[config.mk]
export PLATFORM = sky130hd
export DESIGN_NAME = irq_fiq_mask_status_unit
export DESIGN_NICKNAME = d
export VERILOG_FILES = /design/src/logic/irq_fiq_pkg.sv /design/src/logic/irq_fiq_mask_status_unit.sv
export SDC_FILE = /design/constraint.sdc
export NUM_CORES = 1
export LEC_CHECK = 0
export ABC_AREA = 1
export BUFFER_PORTS_ARGS = -buffer_cell sky130_fd_sc_hd__buf_2
export CORE_UTILIZATION = 42
export DETAILED_ROUTE_END_ITERATION = 16
export GPL_TIMING_DRIVEN = 0
export MAX_ROUTING_LAYER = met4
export PLACE_DENSITY = 0.68
export SLEW_MARGIN = 30
export SYNTH_ARGS = -nofsm -noshare
export SYNTH_HDL_FRONTEND = slang
export SYNTH_SLANG_ARGS = --single-unit
[constraint.sdc]
create_clock -name clk_i -period 3.9 [get_ports clk_i]
set_input_delay 0.39 -clock clk_i [delete_from_list [all_inputs] [get_ports clk_i]]
set_output_delay 0.39 -clock clk_i [all_outputs]
set_load 0.05 [all_outputs]
[src/logic/irq_fiq_pkg.sv]
package irq_fiq_pkg;

   // ------------------------------------------------------------
   // bus and data widths
   // ------------------------------------------------------------
   localparam int          DATA_W   = 32;
   localparam int          ADDR_W   = 32;
   localparam int          SEL_W    = 4;
   localparam int          NUM_SRC  = 25;               // sources on bits 1..25
   localparam int          PERIPH_N = 24;               // hardware sources, bits 2..25

   // ------------------------------------------------------------
   // register byte addresses
   // ------------------------------------------------------------
   localparam logic [31:0] ADDR_NORMAL_STATUS = 32'hffff0000;
   localparam logic [31:0] ADDR_NORMAL_RAW    = 32'hffff0004;
   localparam logic [31:0] ADDR_NORMAL_EN     = 32'hffff0008;
   localparam logic [31:0] ADDR_NORMAL_CLR    = 32'hffff000c;
   localparam logic [31:0] ADDR_SW_CONTROL    = 32'hffff0010;
   localparam logic [31:0] ADDR_FAST_STATUS   = 32'hffff0100;
   localparam logic [31:0] ADDR_FAST_RAW      = 32'hffff0104;
   localparam logic [31:0] ADDR_FAST_EN       = 32'hffff0108;
   localparam logic [31:0] ADDR_FAST_CLR      = 32'hffff010c;

   // ------------------------------------------------------------
   // field positions and reset values
   // ------------------------------------------------------------
   localparam int          BIT_FAST_SUMMARY = 0;
   localparam int          BIT_SOFTWARE     = 1;
   localparam int          BIT_PERIPH_LO    = 2;
   localparam int          BIT_PERIPH_HI    = 25;
   localparam int          SWC_NORMAL_BIT   = 1;        // software request, normal path
   localparam int          SWC_FAST_BIT     = 2;        // software request, fast path
   localparam logic [31:0] SRC_MASK         = 32'h03fffffe;
   localparam logic [31:0] SWC_MASK         = 32'h00000006;
   localparam logic [31:0] RESET_WORD       = 32'h00000000;

endpackage : irq_fiq_pkg

[src/logic/irq_fiq_mask_status_unit.sv]
`timescale 1ns/1ps

// How it works
// - twenty-five sources, each on one fixed bit shared by all registers.
// - bit 1 software, bits 2 to 25 peripheral lines in fixed order.
// - bit 0 of normal and fast status and raw registers shows any fast request active.
// - normal status bit is raw bit AND normal enable bit, read only.
// - all 32 normal status bits ORed into the normal request output.
// - no priority encoding or vector; software scans the status bits.
// - normal raw bit follows its peripheral request line, read only.
// - normal enable write only sets bits; writing zero never disables.
// - each one written to normal clear drops that normal enable bit.
// - fast path has raw, enable, clear and status registers like normal.
// - fast status bits 31..1 ORed drive fast output and bit 0 of all four status and raw registers.
// - setting one path's enable bit clears the same bit of the other.
// - fast raw bit follows its peripheral request line, read only.
// - fast enable bit one lets a fast request through; zero writes ignored.
// - each one written to fast clear drops that fast enable bit, write only.
// - fast status bit is fast raw AND fast enable, readable at own address.
// - software control bits 1 and 2 drive source bit 1 past the masks.
module irq_fiq_mask_status_unit
   import irq_fiq_pkg::*;
(
   input  wire logic                clk_i,
   input  wire logic                rst_i,
   input  wire logic                cyc_i,
   input  wire logic                stb_i,
   input  wire logic                we_i,
   input  wire logic [ADDR_W-1:0]   adr_i,
   input  wire logic [SEL_W-1:0]    sel_i,
   input  wire logic [DATA_W-1:0]   dat_i,
   output logic      [DATA_W-1:0]   dat_o,
   output logic                     ack_o,
   input  wire logic [PERIPH_N-1:0] periph_req_i,
   output logic                     irq_o,
   output logic                     fiq_o
);

   // ------------------------------------------------------------
   // helpers
   // ------------------------------------------------------------

   // widen byte enables into a bit mask
   function automatic logic [DATA_W-1:0] lane_mask(input logic [SEL_W-1:0] sel);
      logic [DATA_W-1:0] m;
      m = '0;
      for (int i = 0; i < SEL_W; i++) begin
         m[i*8 +: 8] = {8{sel[i]}};
      end
      return m;
   endfunction

   // ------------------------------------------------------------
   // state
   // ------------------------------------------------------------
   logic [DATA_W-1:0]   periph_reg;
   logic [DATA_W-1:0]   en_normal_reg;
   logic [DATA_W-1:0]   en_fast_reg;
   logic [DATA_W-1:0]   sw_ctrl_reg;
   logic                ack_reg;
   logic [DATA_W-1:0]   rd_reg;
   logic                irq_reg;
   logic                fiq_reg;

   logic [DATA_W-1:0]   raw_normal;
   logic [DATA_W-1:0]   raw_fast;
   logic [DATA_W-1:0]   stat_normal;
   logic [DATA_W-1:0]   stat_fast;
   logic                fast_any;
   logic [DATA_W-1:0]   wdata;
   logic                bus_req;
   logic                wr_fire;
   logic [DATA_W-1:0]   rd_next;

   // ------------------------------------------------------------
   // bus handshake
   // ------------------------------------------------------------

   // request seen and not yet answered; write acts on the ack edge
   assign bus_req = cyc_i & stb_i & ~ack_reg;
   assign wr_fire = cyc_i & stb_i & we_i & ack_reg;
   assign wdata   = dat_i & lane_mask(sel_i);

   // ack pulse one cycle after the request is seen
   always_ff @(posedge clk_i) begin
      if (rst_i) begin
         ack_reg <= 1'b0;
      end else begin
         ack_reg <= bus_req;
      end
   end

   // ------------------------------------------------------------
   // source sampling and status
   // ------------------------------------------------------------

   // peripheral lines land on bits 2..25
   always_ff @(posedge clk_i) begin
      if (rst_i) begin
         periph_reg <= RESET_WORD;
      end else begin
         periph_reg <= {6'h00, periph_req_i, 2'h0};
      end
   end

   // raw and masked views; software bit bypasses the masks
   always_comb begin
      raw_normal                   = periph_reg;
      raw_normal[BIT_SOFTWARE]     = sw_ctrl_reg[SWC_NORMAL_BIT];
      raw_fast                     = periph_reg;
      raw_fast[BIT_SOFTWARE]       = sw_ctrl_reg[SWC_FAST_BIT];
      stat_fast                    = raw_fast & en_fast_reg;
      stat_fast[BIT_SOFTWARE]      = sw_ctrl_reg[SWC_FAST_BIT];
      stat_fast[BIT_FAST_SUMMARY]  = 1'b0;
      fast_any                     = |stat_fast[31:1];
      stat_fast[BIT_FAST_SUMMARY]  = fast_any;
      raw_fast[BIT_FAST_SUMMARY]   = fast_any;
      stat_normal                  = raw_normal & en_normal_reg;
      stat_normal[BIT_SOFTWARE]    = sw_ctrl_reg[SWC_NORMAL_BIT];
      stat_normal[BIT_FAST_SUMMARY] = fast_any;
      raw_normal[BIT_FAST_SUMMARY] = fast_any;
   end

   // request outputs to the core, no priority or vector logic
   always_ff @(posedge clk_i) begin
      if (rst_i) begin
         irq_reg <= 1'b0;
         fiq_reg <= 1'b0;
      end else begin
         irq_reg <= |stat_normal;
         fiq_reg <= fast_any;
      end
   end

   // ------------------------------------------------------------
   // enable masks
   // ------------------------------------------------------------

   // set-only enables, one-to-clear, and mutual exclusion
   always_ff @(posedge clk_i) begin
      if (rst_i) begin
         en_normal_reg <= RESET_WORD;
         en_fast_reg   <= RESET_WORD;
      end else if (wr_fire) begin
         unique case (adr_i)
            ADDR_NORMAL_EN: begin
               en_normal_reg <= en_normal_reg | (wdata & SRC_MASK);
               en_fast_reg   <= en_fast_reg & ~(wdata & SRC_MASK);
            end
            ADDR_FAST_EN: begin
               en_fast_reg   <= en_fast_reg | (wdata & SRC_MASK);
               en_normal_reg <= en_normal_reg & ~(wdata & SRC_MASK);
            end
            ADDR_NORMAL_CLR: begin
               en_normal_reg <= en_normal_reg & ~wdata;
            end
            ADDR_FAST_CLR: begin
               en_fast_reg   <= en_fast_reg & ~wdata;
            end
            default: begin
               en_normal_reg <= en_normal_reg;
            end
         endcase
      end
   end

   // software request control, bits 1 and 2 only
   always_ff @(posedge clk_i) begin
      if (rst_i) begin
         sw_ctrl_reg <= RESET_WORD;
      end else if (wr_fire && adr_i == ADDR_SW_CONTROL) begin
         sw_ctrl_reg <= (sw_ctrl_reg & ~lane_mask(sel_i)) | (wdata & SWC_MASK);
      end
   end

   // ------------------------------------------------------------
   // read path
   // ------------------------------------------------------------

   // clear registers and unmapped addresses read zero
   always_comb begin
      unique case (adr_i)
         ADDR_NORMAL_STATUS: rd_next = stat_normal;
         ADDR_NORMAL_RAW:    rd_next = raw_normal;
         ADDR_NORMAL_EN:     rd_next = en_normal_reg;
         ADDR_SW_CONTROL:    rd_next = sw_ctrl_reg;
         ADDR_FAST_STATUS:   rd_next = stat_fast;
         ADDR_FAST_RAW:      rd_next = raw_fast;
         ADDR_FAST_EN:       rd_next = en_fast_reg;
         default:            rd_next = RESET_WORD;
      endcase
   end

   // read data held from the request edge through the ack cycle
   always_ff @(posedge clk_i) begin
      if (rst_i) begin
         rd_reg <= RESET_WORD;
      end else if (bus_req) begin
         rd_reg <= we_i ? RESET_WORD : rd_next;
      end
   end

   assign dat_o = rd_reg;
   assign ack_o = ack_reg;
   assign irq_o = irq_reg;
   assign fiq_o = fiq_reg;
endmodule // irq_fiq_mask_status_unit

==> run metrics <==
status=completed; Final #Nets=1465; IO Count=132; Final Skew=0.00855 ns; slowest stage cell, crit path=clkbuf_1; Rel. slew slack=51.2%; fraction of layout cells with a size suffix above 1=17.4%; largest family of logic cells by synthesized area=simple AND/OR/NAND/NOR gates; DRT iter0 DRCs=773; final setup violating endpoints=0; Syn Area/Cell=6.57 um^2; Simple-Gate Fraction of Synth Area=37.6%; largest net degree at the start of global routing=17; CP Data Required Time=4.23 ns; non-filler instance count after layout=1615; startpoint types=register; DRC Markers=0; most frequent cells in the layout=nand2_1 (326), inv_1 (183), dfxtp_1 (155), buf_2 (140), nor2_1 (124); Reg power frac=46.2%; Num Clock Sinks=155; cts hold-fix bufs=0; CTS H-tree lvls=4; register area share after synthesis=38.7%; maximum vdd drop=276 uV; P_int=2630 uW; dpl cells=1583; Synth Cell Area=0.00802 mm^2; most common cell after layout, fill and taps aside=nand2_1; leakage power=0.00462 uW; ANT cells=0; Global Route Usage Sum=26.2%; mux contribution to synthesized area=0%; R2R Path End=en_fast_reg[25]$_SDFFE_PP0P_; first-pass GRT wire length=38.6 mm; fin crit period=2.15 ns; slowest stage delay, CP=0.59 ns; Critical Path AT=2.48 ns; Die Width=140 um; R2R depth=6; I/O Buffers=127; PwrDens=365 mW/mm^2; Achievable Freq=466 MHz; Synth area leaders=dfxtp_1 (39%), nand2_1 (15%), inv_1 (8.6%); clock share of power=48.7%; CTS-repair resized insts=0; Max Slew Vio Count=0; Area Overhead vs Synth=19.1%; Post-Place Worst Slack=1.55 ns; post-CTS setup buffers=0; TritonCTS Buffers=17; final hold vios=0; Worst R2R Start=ack_o$_SDFF_PP0_; leading area contributor after synthesis=dfxtp_1; final core occ=51.1%; CP Max Fanout=10; post-route antenna net violation count=0; TNS Setup=0 ns; initial antenna violation count=0; post-synth cell types=32; Max Cap Viol=0; Rows=50; crit path from=ack_o$_SDFF_PP0_; Net Sw Frac=24.4%; post-synth top area share=38.7%; Comb power frac=5.1%; Clock Latency Late Sink=0.44 ns; Max clock buf depth=2; final worst-path setup slack=1.75 ns; crit end category=register; r2r setup slk=1.75 ns; grt ovf=0; Wirelength per Cell=15.1 um; Post-Syn Instances=1222; Routed Wire Length=24.5 mm; Hold Crit Class=input pin to register; Via density=5.10; routability cong.=0.921; final period utilization=55.1%; crit path to=en_fast_reg[25]$_SDFFE_PP0P_; total number of vias=8242; Post-Synth Adder-Cell Area=0%; starting density of the core=42.9%; synthesized net count=1319; detailed placement HPWL=17.7 mm; TritonCTS clock tree=done; Reg clk slew, reported paths=0.07 ns; post-synthesis xor/xnor area fraction=0%; Synth Register Bits=155; die height=140 um; NetSw=851 uW; Die ar.=0.0197 mm^2; crit path kind=register to register; CP Cell Sequence=inv_1, nor3_2, clkbuf_1, nand3_1, o21ai_0, a21oi_1; YS warnings=0; RSZ-0062 raised after global routing=no; total core area=0.0187 mm^2; Synth Area in Compound Gates=11.1%; Worst Max-Slew Pin Slew=0.726 ns; total power=3480 uW; clock root cell=clkbuf_16; vias in the first global route=7409; DRT Pass-1 Iters=8
-- power by group through the flow --
stage | Clock [uW] | Combinational, uW | Sequential (uW)
floorplan | 0 | 90.7 | 1640
global placement | 0 | 176 | 1640
detailed placement | 0 | 178 | 1640
CTS | 1710 | 179 | 1610
global route | 1780 | 198 | 1610
finish | 1690 | 178 | 1610
-- how the worst min path moves through the flow --
stage,startpoint,endpoint,slack [ns],depth (start not counted)
floorplan,en_fast_reg[26]$_SDFFE_PP0P_,en_fast_reg[26]$_SDFFE_PP0P_,0.42,2
global placement,en_normal_reg[27]$_SDFFE_PP0P_,en_normal_reg[27]$_SDFFE_PP0P_,0.43,2
detailed placement,en_normal_reg[27]$_SDFFE_PP0P_,en_normal_reg[27]$_SDFFE_PP0P_,0.43,2
CTS,periph_req_i[22],periph_reg[24]$_SDFF_PP0_,0.15,3
global route,periph_req_i[22],periph_reg[24]$_SDFF_PP0_,0.15,3
finish,periph_req_i[14],periph_reg[16]$_SDFF_PP0_,0.15,3
-- routing by layer --
metal	up-vias	part of all wire [%]	global-route usage [%]	wire, um
met4	0	1.6	7.75	403
li1	4128	-	-	-
met3	38	7.4	4.17	1810
met1	3728	45	33.7	11000
met5	-	0	-	0
met2	348	46	42.2	11300
-- synth_stat cells --
cell type and number:
clkbuf_1 28, nand2_2 7, nor2_1 124, buf_12 2
nor3_2 2, buf_1 8, o22ai_1 1, inv_1 183
buf_6 6, nor2_2 9, nand3_2 23, nand4_1 7
a21oi_1 75, nand2_8 1, nor4_1 1, o21ai_0 56
nand2_4 1, nand3_1 111, clkbuf_2 1, o21ai_1 40
nor4_2 1, nor2_8 2, buf_2 13, nor2_4 7
nor3_1 1, a41oi_1 1, inv_2 4, nand2_1 326
nand3b_1 24, nand4_4 1, dfxtp_1 155, a31oi_4 1
-- cell families after synthesis --
group | Yosys count
buffers and inverters | 245
flip-flops | 155
AO/OA/AOI/OAI | 174
AND/OR/NAND/NOR | 648
-- layout make-up --
type / count / area, um^2
plain buffers: 58 / 313
clock buffers: 18 / 439
clock inverters: 14 / 163
fillers: 1902 / 9150
inverters: 187 / 702
multi-input cells: 822 / 3910
flip-flops and latches: 155 / 3100
well taps: 234 / 293
repair buffers: 127 / 636
-- worst max-delay path, delay by kind of cell (launching register included) --
kind | cells | cell delay [ns]
buffers and inverters | 2 | 0.65
and+or+nand+nor | 2 | 0.77
DFF | 1 | 0.37
AOI/OAI and AO/OA | 2 | 0.25
-- through the flow --
stage | cell area (um^2) | hold slack [ns]
finish | 9550 | 0.153
global route | 9550 | 0.146
CTS | 9550 | 0.147
detailed placement | 8950 | 0.431
global placement | 8950 | 0.431
floorplan | 8020 | 0.421
No activity file was read; power rests on OpenSTA's default activity.
